$ cat config.mk
export PLATFORM = sky130hd
export DESIGN_NAME = haf_top
export DESIGN_NICKNAME = d
export VERILOG_FILES = /design/src/hdl/haf_pkg.sv /design/src/hdl/haf_hash.sv /design/src/hdl/haf_top.sv
export SDC_FILE = /design/constraint.sdc
export NUM_CORES = 2
export LEC_CHECK = 0
export BUFFER_PORTS_ARGS = -buffer_cell sky130_fd_sc_hd__clkbuf_2
export CORE_MARGIN = 2
export CORE_UTILIZATION = 60
export CTS_BUF_LIST = sky130_fd_sc_hd__clkbuf_16
export DETAILED_ROUTE_END_ITERATION = 8
export PLACE_DENSITY = 0.83
export SYNTH_ARGS = -nofsm -noshare
export SYNTH_HDL_FRONTEND = slang
export SYNTH_HIERARCHICAL = 1
export SYNTH_SLANG_ARGS = --single-unit
$ cat constraint.sdc
create_clock -name clk_i -period 18.85 [get_ports clk_i]
set_clock_uncertainty 0.1 [all_clocks]
set_input_delay 0.9425 -clock clk_i [delete_from_list [all_inputs] [get_ports clk_i]]
set_output_delay 0.9425 -clock clk_i [all_outputs]
set_load 0.05 [all_outputs]
$ cat src/hdl/haf_pkg.sv
// Package with constants and carrier types for the hash address filter.
package haf_pkg;

  // ****************************************************************
  // Setup buffer layout
  // ****************************************************************
  localparam int unsigned WORD_W        = 32;
  localparam int unsigned HALF_W        = 16;
  localparam int unsigned TABLE_BITS    = 512;
  localparam int unsigned TABLE_WORDS   = 32;
  localparam int unsigned ADDR_W        = 48;
  localparam int unsigned INDEX_W       = 9;
  localparam int unsigned SETUP_BYTES   = 192;
  localparam int unsigned SETUP_WORDS   = 48;
  localparam logic [5:0]  TABLE_LAST_WD = 6'h1f;
  localparam logic [5:0]  PHYS_FIRST_WD = 6'h27;
  localparam logic [5:0]  PHYS_LAST_WD  = 6'h29;
  localparam logic [5:0]  SETUP_LAST_WD = 6'h2f;
  localparam int unsigned MCAST_BIT     = 0;

  // ****************************************************************
  // Checksum constants
  // ****************************************************************
  localparam logic [31:0] CRC_POLY = 32'h04c11db7;
  localparam logic [31:0] CRC_INIT = 32'hffffffff;

  // ****************************************************************
  // Descriptor close value
  // ****************************************************************
  localparam logic [31:0] DESC_CLOSE = 32'h7fffffff;

  // ****************************************************************
  // Carrier types
  // ****************************************************************
  typedef struct packed {
    logic        valid;
    logic [31:0] data;
  } haf_word_t;

  typedef struct packed {
    logic        valid;
    logic [47:0] dest;
  } haf_frame_t;

  typedef struct packed {
    logic valid;
    logic accept;
  } haf_verdict_t;

endpackage

$ cat src/hdl/haf_hash.sv
// Combinational Ethernet checksum over a destination address, giving the hash index.
`timescale 1ns/100ps
`default_nettype none
module haf_hash (
  // Address in wire order, first byte in bits 7:0
  input  wire logic [47:0] dest_i,
  // Top nine bits of the checksum, bit-reversed into index order
  output logic      [8:0]  index_o
);

  logic [31:0] crc;

  always_comb begin
    crc = haf_pkg::CRC_INIT;
    for (int i = 0; i < 48; i++) begin
      if (crc[31] ^ dest_i[i]) begin
        crc = {crc[30:0], 1'b0} ^ haf_pkg::CRC_POLY;
      end else begin
        crc = {crc[30:0], 1'b0};
      end
    end
    // The index is the low nine bits of the reflected register.
    for (int j = 0; j < 9; j++) begin
      index_o[j] = crc[31 - j];
    end
  end

endmodule
`default_nettype wire

$ cat src/hdl/haf_top.sv
// Receive destination filter with hash table and single physical address.
`timescale 1ns/100ps
`default_nettype none
module haf_top (
  // Clock and reset
  input  wire logic                 clk_i,
  input  wire logic                 rst_i,
  // Mode controls from the operating mode register
  input  wire logic                 imperfect_mode_i,
  input  wire logic                 hash_only_i,
  input  wire logic                 big_endian_i,
  // Setup buffer words, one per cycle, in buffer order
  input  wire haf_pkg::haf_word_t   setup_word_i,
  // Received frame destination
  input  wire haf_pkg::haf_frame_t  frame_i,
  // Receive path hold and verdict
  output logic                      rx_hold_o,
  output haf_pkg::haf_verdict_t     verdict_o,
  // Setup descriptor close
  output logic                      desc_close_o,
  output logic [31:0]               desc_word_o
);

  // ****************************************************************
  // Load state machine
  // ****************************************************************
  typedef enum logic [2:0] {
    ST_IDLE  = 3'b001,
    ST_LOAD  = 3'b010,
    ST_CLOSE = 3'b100
  } haf_state_t;

  haf_state_t              state_reg, state_next;
  logic [5:0]              wcnt_reg, wcnt_next;
  logic [511:0]            table_reg, table_next;
  logic [47:0]             phys_reg, phys_next;
  logic                    hold_reg, hold_next;
  logic                    close_reg, close_next;
  logic [31:0]             dword_reg, dword_next;
  haf_pkg::haf_verdict_t   verdict_reg, verdict_next;
  logic [15:0]             half;
  logic [8:0]              index;

  function automatic logic [15:0] pick_half(input logic [31:0] w, input logic be);
    logic [15:0] h;
    h = be ? w[31:16] : w[15:0];
    // First byte sits at the lower address in either ordering.
    return be ? {h[7:0], h[15:8]} : h;
  endfunction

  assign half = pick_half(setup_word_i.data, big_endian_i);

  always_comb begin
    state_next = state_reg;
    wcnt_next  = wcnt_reg;
    table_next = table_reg;
    phys_next  = phys_reg;
    hold_next  = hold_reg;
    close_next = 1'b0;
    dword_next = dword_reg;
    unique case (state_reg)
      ST_IDLE: begin
        if (setup_word_i.valid && imperfect_mode_i) begin
          state_next = ST_LOAD;
          hold_next  = 1'b1;
        end
      end
      ST_LOAD: begin
      end
      ST_CLOSE: begin
        state_next = ST_IDLE;
        hold_next  = 1'b0;
        close_next = 1'b1;
        dword_next = haf_pkg::DESC_CLOSE;
      end
    endcase
    if (setup_word_i.valid && imperfect_mode_i && state_reg != ST_CLOSE) begin
      if (wcnt_reg <= haf_pkg::TABLE_LAST_WD) begin
        table_next[wcnt_reg[4:0]*16 +: 16] = half;
      end else if (wcnt_reg >= haf_pkg::PHYS_FIRST_WD && wcnt_reg <= haf_pkg::PHYS_LAST_WD) begin
        phys_next[(wcnt_reg - haf_pkg::PHYS_FIRST_WD)*16 +: 16] = half;
      end
      if (wcnt_reg == haf_pkg::SETUP_LAST_WD) begin
        wcnt_next  = 6'h00;
        state_next = ST_CLOSE;
      end else begin
        wcnt_next = wcnt_reg + 6'h01;
      end
    end
  end

  always_ff @(posedge clk_i or posedge rst_i) begin
    if (rst_i) begin
      state_reg <= ST_IDLE;
      wcnt_reg  <= 6'h00;
      table_reg <= '0;
      phys_reg  <= '0;
      hold_reg  <= 1'b0;
      close_reg <= 1'b0;
      dword_reg <= 32'h00000000;
    end else begin
      state_reg <= state_next;
      wcnt_reg  <= wcnt_next;
      table_reg <= table_next;
      phys_reg  <= phys_next;
      hold_reg  <= hold_next;
      close_reg <= close_next;
      dword_reg <= dword_next;
    end
  end

  // ****************************************************************
  // Frame decision
  // ****************************************************************
  haf_hash u_hash (
    .dest_i  (frame_i.dest),
    .index_o (index)
  );

  always_comb begin
    verdict_next.valid  = frame_i.valid && !hold_reg;
    verdict_next.accept = 1'b0;
    // Broadcast has its multicast bit set, so it takes the table path.
    if (frame_i.dest[haf_pkg::MCAST_BIT] || hash_only_i) begin
      verdict_next.accept = table_reg[index];
    end else begin
      verdict_next.accept = (frame_i.dest == phys_reg);
    end
  end

  always_ff @(posedge clk_i or posedge rst_i) begin
    if (rst_i) begin
      verdict_reg <= '0;
    end else begin
      verdict_reg <= verdict_next;
    end
  end

  assign rx_hold_o    = hold_reg;
  assign verdict_o    = verdict_reg;
  assign desc_close_o = close_reg;
  assign desc_word_o  = dword_reg;
endmodule
`default_nettype wire
* Word level (Yosys, flattened, before mapping) *
Cells that the tools add are included.

word-level totals
  logic and storage cells = 195
  register bits after elaboration = 574
  output and inout port bits = 36
  input port bits = 87

operators by class
  bitwise gates (word level) = 95
  $add $sub $neg = 4
  equal/unequal tests = 6
  reduce and logical (&&, ||, !) cells = 10
  magnitude comparators = 4
  shift operators = 4
  mux-type cells = 63

operator list
  operator                                                                          number
  27-bit 2-to-1 mux                                                                 48
  14-bit NOT                                                                        47
  512-bit bitwise mux                                                               1
  16-bit by 34-bit variable shift with 512-bit output, first input constant         1
  16-bit by 34-bit variable part select with 512-bit output                         1
  48-bit bitwise mux                                                                1
  48-bit equality test                                                              1
  16-bit by 34-bit variable shift with 48-bit output, first input constant          1
  16-bit by 34-bit variable part select with 48-bit output                          1
  1-bit bitwise XOR                                                                 42
  32-bit negation with 34-bit output                                                1
  9-bit negation with 34-bit output                                                 1
  16-bit 2-to-1 mux                                                                 2
  9-bit by 10-bit less-than comparator with 1-bit output, second input constant     1
  1-bit binary-select mux with 9-bit select                                         1
  3-bit 2-to-1 mux                                                                  3
  6-bit by 6-bit subtractor with 7-bit output, second input constant                1
  6-bit by 1-bit adder with 6-bit output, second input constant                     1
  6-bit equality test, second input constant                                        1
  6-bit greater-or-equal comparator, second input constant                          1
  6-bit by 5-bit less-or-equal comparator with 1-bit output, second input constant  1
  6-bit less-or-equal comparator, second input constant                             1
  6-bit 2-to-1 mux                                                                  1
  3-bit one-hot mux with 2 select lines                                             1
  other kinds (14)                                                                  25

* Longest topological paths before layout *
  depth after elaboration = 98
  gate-level depth with buffers = 21

* Cells and area by module *
Netlist, hierarchy kept.

modules (own cells, without submodules)
  module    cells an instance  sequential area each (sq um)  area an instance (sq um)  instances
  haf_top   2759               14365.0                       27953.1                   1
  haf_hash  263                0.0                           3303.2                    1

* Worst setup path after synthesis *
OpenSTA, ideal clock, no wires.

  kind = input to register
  start = in frame_i[6] in the netlist's numbering
  end = reg verdict_reg, in the netlist verdict_o[0]
  path slack = 12.764 ns
  library setup time = 0.131 ns
  arrival = 5.854 ns
  stages on the path = 19
  path through = buf_6 > xnor3_2 > xnor2_4 > xor2_4 > xor3_2 > xnor2_2 > xnor3_2 > xnor3_1 > xnor2_1 > buf_2 > buf_2 > clkbuf_1 > mux4_2 > nand4_1 > nand3_1 > nor3_1 > o211ai_1 > a31oi_1 > o41ai_2

RTL lines
  what                  line            source
  from (decl)           haf_top.sv:15   input wire haf_pkg::haf_frame_t frame_i,
  to (signal assigned)  haf_top.sv:135  verdict_reg <= verdict_next;
  to (decl)             haf_top.sv:40   haf_pkg::haf_verdict_t verdict_reg, verdict_next;

==> flow_metrics.py <==
metrics = {
    "floorplanning": {
        "start_util_pct": 60.8,
        "die-area_um2": 53900,
        "die_w_um": 232,
        "pin_count": 123,
        "rows": 83,
        "core_um2": 51400,
        "die_h_um": 232,
    },
    "global_route": {
        "grt_pass1_wl_mm": 139,
        "use_met3_pct": 8.94,
        "busiest_layer": "met2",
        "grt_pass1_vias": 23800,
        "met2_usage_pct": 51.3,
        "grt_max_degree": 125,
        "antenna_found_initial": 0,
        "grt_overflow": 0,
        "use_met1_pct": 45.0,
        "grt_use_total_pct": 33.6,
    },
    "setup_path": {
        "reg2reg_slack_ps": 13920,
        "required_ps": 19230,
        "crit_path_end_kind": "flip-flop",
        "cp.arrival_ps": 7660,
        "cp_max_fo": 48,
        "worst-setup-path-type": "input pin to flip-flop",
        "startpoint_type": "input pin",
    },
    "final_layout": {
        "final_area_um2": 33400,
        "multiInputGateArea_um2": 15500,
        "largest_reg_flops": 512,
        "area_delta_synth_final_pct": 6.73,
        "layout.area.seq_um2": 14400,
        "fillerInstances": 3800,
        "fin_cells": 3681,
        "drive_above_1_share_pct": 13.6,
        "fin_nets": 3059,
        "diodes": 0,
    },
    "sta": {
        "max_freq_mhz": 137,
        "fin_tns_setup_ps": 0,
        "post-route-period-util_pct": 38.6,
        "period_needed_ps": 7270,
        "hold_violations": 0,
        "final-max-slew-violation-count": 0,
        "setup_viol": 0,
        "whs_ps": 372,
        "maxSlewHeadroom_pct": 12.6,
        "rsz0062_at_grt": "no",
        "tightest_slew_ps": 1310,
    },
    "synth": {
        "synthCells": 3022,
        "synth.mux.area_fraction_pct": 10.4,
        "ys_seq_area_share_pct": 46.0,
        "syn_area_um2": 31300,
        "synth-main-ff-cell": "dfrtp_1",
        "async_flop_share_pct": 100,
        "synth_cell_types": 83,
        "syn_nets": 3121,
        "ys_warn_count": 6,
        "synth_edf_count": 0,
        "synth_top_family_by_area": "simple AND/OR/NAND/NOR gates",
        "synth_simple_gate_area_share_pct": 13.6,
        "synth-xor-area-share_pct": 11.8,
        "synth_compound_area_share_pct": 13.1,
        "yosys.area_share.adder_pct": 0.480,
        "avgSynthCellArea_um2": 10.3,
        "yosys_register_bits": 574,
    },
    "clock_tree": {
        "cts_buffers": 55,
        "cts.clk_slew.worst_paths_ps": 60,
        "cts_setup_buffers": 0,
        "cts_tree": "built",
        "clk-insertion-delay-late_ps": 620,
        "cts_sinks": 574,
        "root_buffer": "clkbuf_16",
        "ctsHoldBuffers": 0,
        "clock_path_buffers": 3,
        "post_cts_resized": 0,
        "ctsHtreeMaxLevel": 2,
    },
    "drt": {
        "ant_nets": 0,
        "routed_via_density": 6.59,
        "via_count": 24300,
        "drcViolationCount": 0,
        "drt-total-wl_mm": 88.5,
        "drt-pass1-iter-count": 6,
        "drt-initial-drc-count": 3041,
        "wire_per_inst_um": 24.0,
    },
    "placed_design": {
        "place_inst": 3582,
        "placed_area_um2": 31700,
        "io_buffers": 121,
        "dp_hpwl_mm": 59.0,
        "gp_congestion": 1.00,
    },
    "run_status": {
        "outcome": "finished, final reports clean",
    },
    "job": {
        "drv_cap": 0,
    },
    "hold_path": {
        "min_path_type": "flip-flop to flip-flop",
    },
}
## Yosys cell counts (all sizes together), types with 3 or more instances
library cell,n,area (um^2)
o31ai,198,1490
nand3,131,661
o211ai,6,45.0
clkbuf,159,601
mux4,114,2640
a2111oi,5,50.0
nor2,55,206
xnor3,41,931
or2b,3,22.5
or2,3,18.8
and2,9,56.3
inv,14,52.6
nand3b,3,22.5
a22oi,16,120
mux2,6,67.6
mux2i,53,531
dfrtp,573,14300
a211oi,7,65.1
o22ai,9,56.3
xnor2,204,2020
a21oi,17,85.1
nor4b,5,71.3
nand2b,22,138
nand2,702,2640
nand4,20,125
nor4,11,68.8
o32ai,3,26.3
xor3,11,267
nor3,9,55.1
nor2b,10,62.6
o221ai,11,103
buf,118,816
and3,7,43.8
ha,12,150
o21ai,378,1890
xor2,47,460
## through the flow
step	utilization (%)	worst slack (ps)
floorplan	-	1750
global placement	61.7	11150
detailed placement	61.7	11100
CTS	64.9	11650
global route	64.9	11120
finish	64.9	11580
## layout make-up
type | count | area share, %
Multi-Input combinational cell | 2156 | 46.6
Clock buffer | 55 | 4.13
Timing Repair Buffer | 158 | 2.71
Sequential cell | 574 | 43.1
Tap cell | 680 | 2.55
Inverter | 15 | 0.191
Clock inverter | 43 | 0.791
## critical path, cell delays in order
cell	delay (ps)
clkbuf_2	320
xor3_2	490
xnor2_2	400
xnor2_2	230
xnor3_1	530
xnor2_2	320
xnor2_1	200
xnor2_1	580
xor2_4	180
buf_4	670
buf_4	820
mux4_2	600
a2111oi_0	500
nand3_1	140
nand4_1	150
a21oi_1	70
a31oi_1	250
o41ai_2	100
## placed cells by master (no fill, tap or decap), drive strengths merged, types with 47 or more instances in the layout
cell and instances:
nand2 702, dfrtp 573, o21ai 378, xnor2 204
o31ai 198, clkbuf 176, nand3 131, mux4 114
nor2 55, mux2i 53, xor2 47
## final timing paths
path | startpoint | end | cells after the start
setup / recovery | frame_i[9] | verdict_o[0] | 18
hold / removal | table_reg[445] | table_reg[445] | 2
setup reg to reg | wcnt_reg[0] | phys_reg[21] | 10
hold reg to reg | table_reg[445] | table_reg[445] | 2
max in group asynchronous | rst_i | table_reg[343] | 5
min in group asynchronous | rst_i | rx_hold_o | 2
## metal layers
metal	share of wire (%)	up-vias
met5	0	-
met4	5.5	0
met3	11	306
met2	46	1451
met1	38	12000
li1	-	10500
## cell families after synthesis
logic type,after synthesis
DFF,574
and+or+nand+nor,999
xor gates and xnor gates,303
buffers and inverters,292
AOI/OAI and AO/OA,668
muxes,173
adders and majority gates,12
other,1
Power is left out: the tool's default activity adds up to more than one toggle a clock period on the data nets, which glitch-free logic cannot reach.
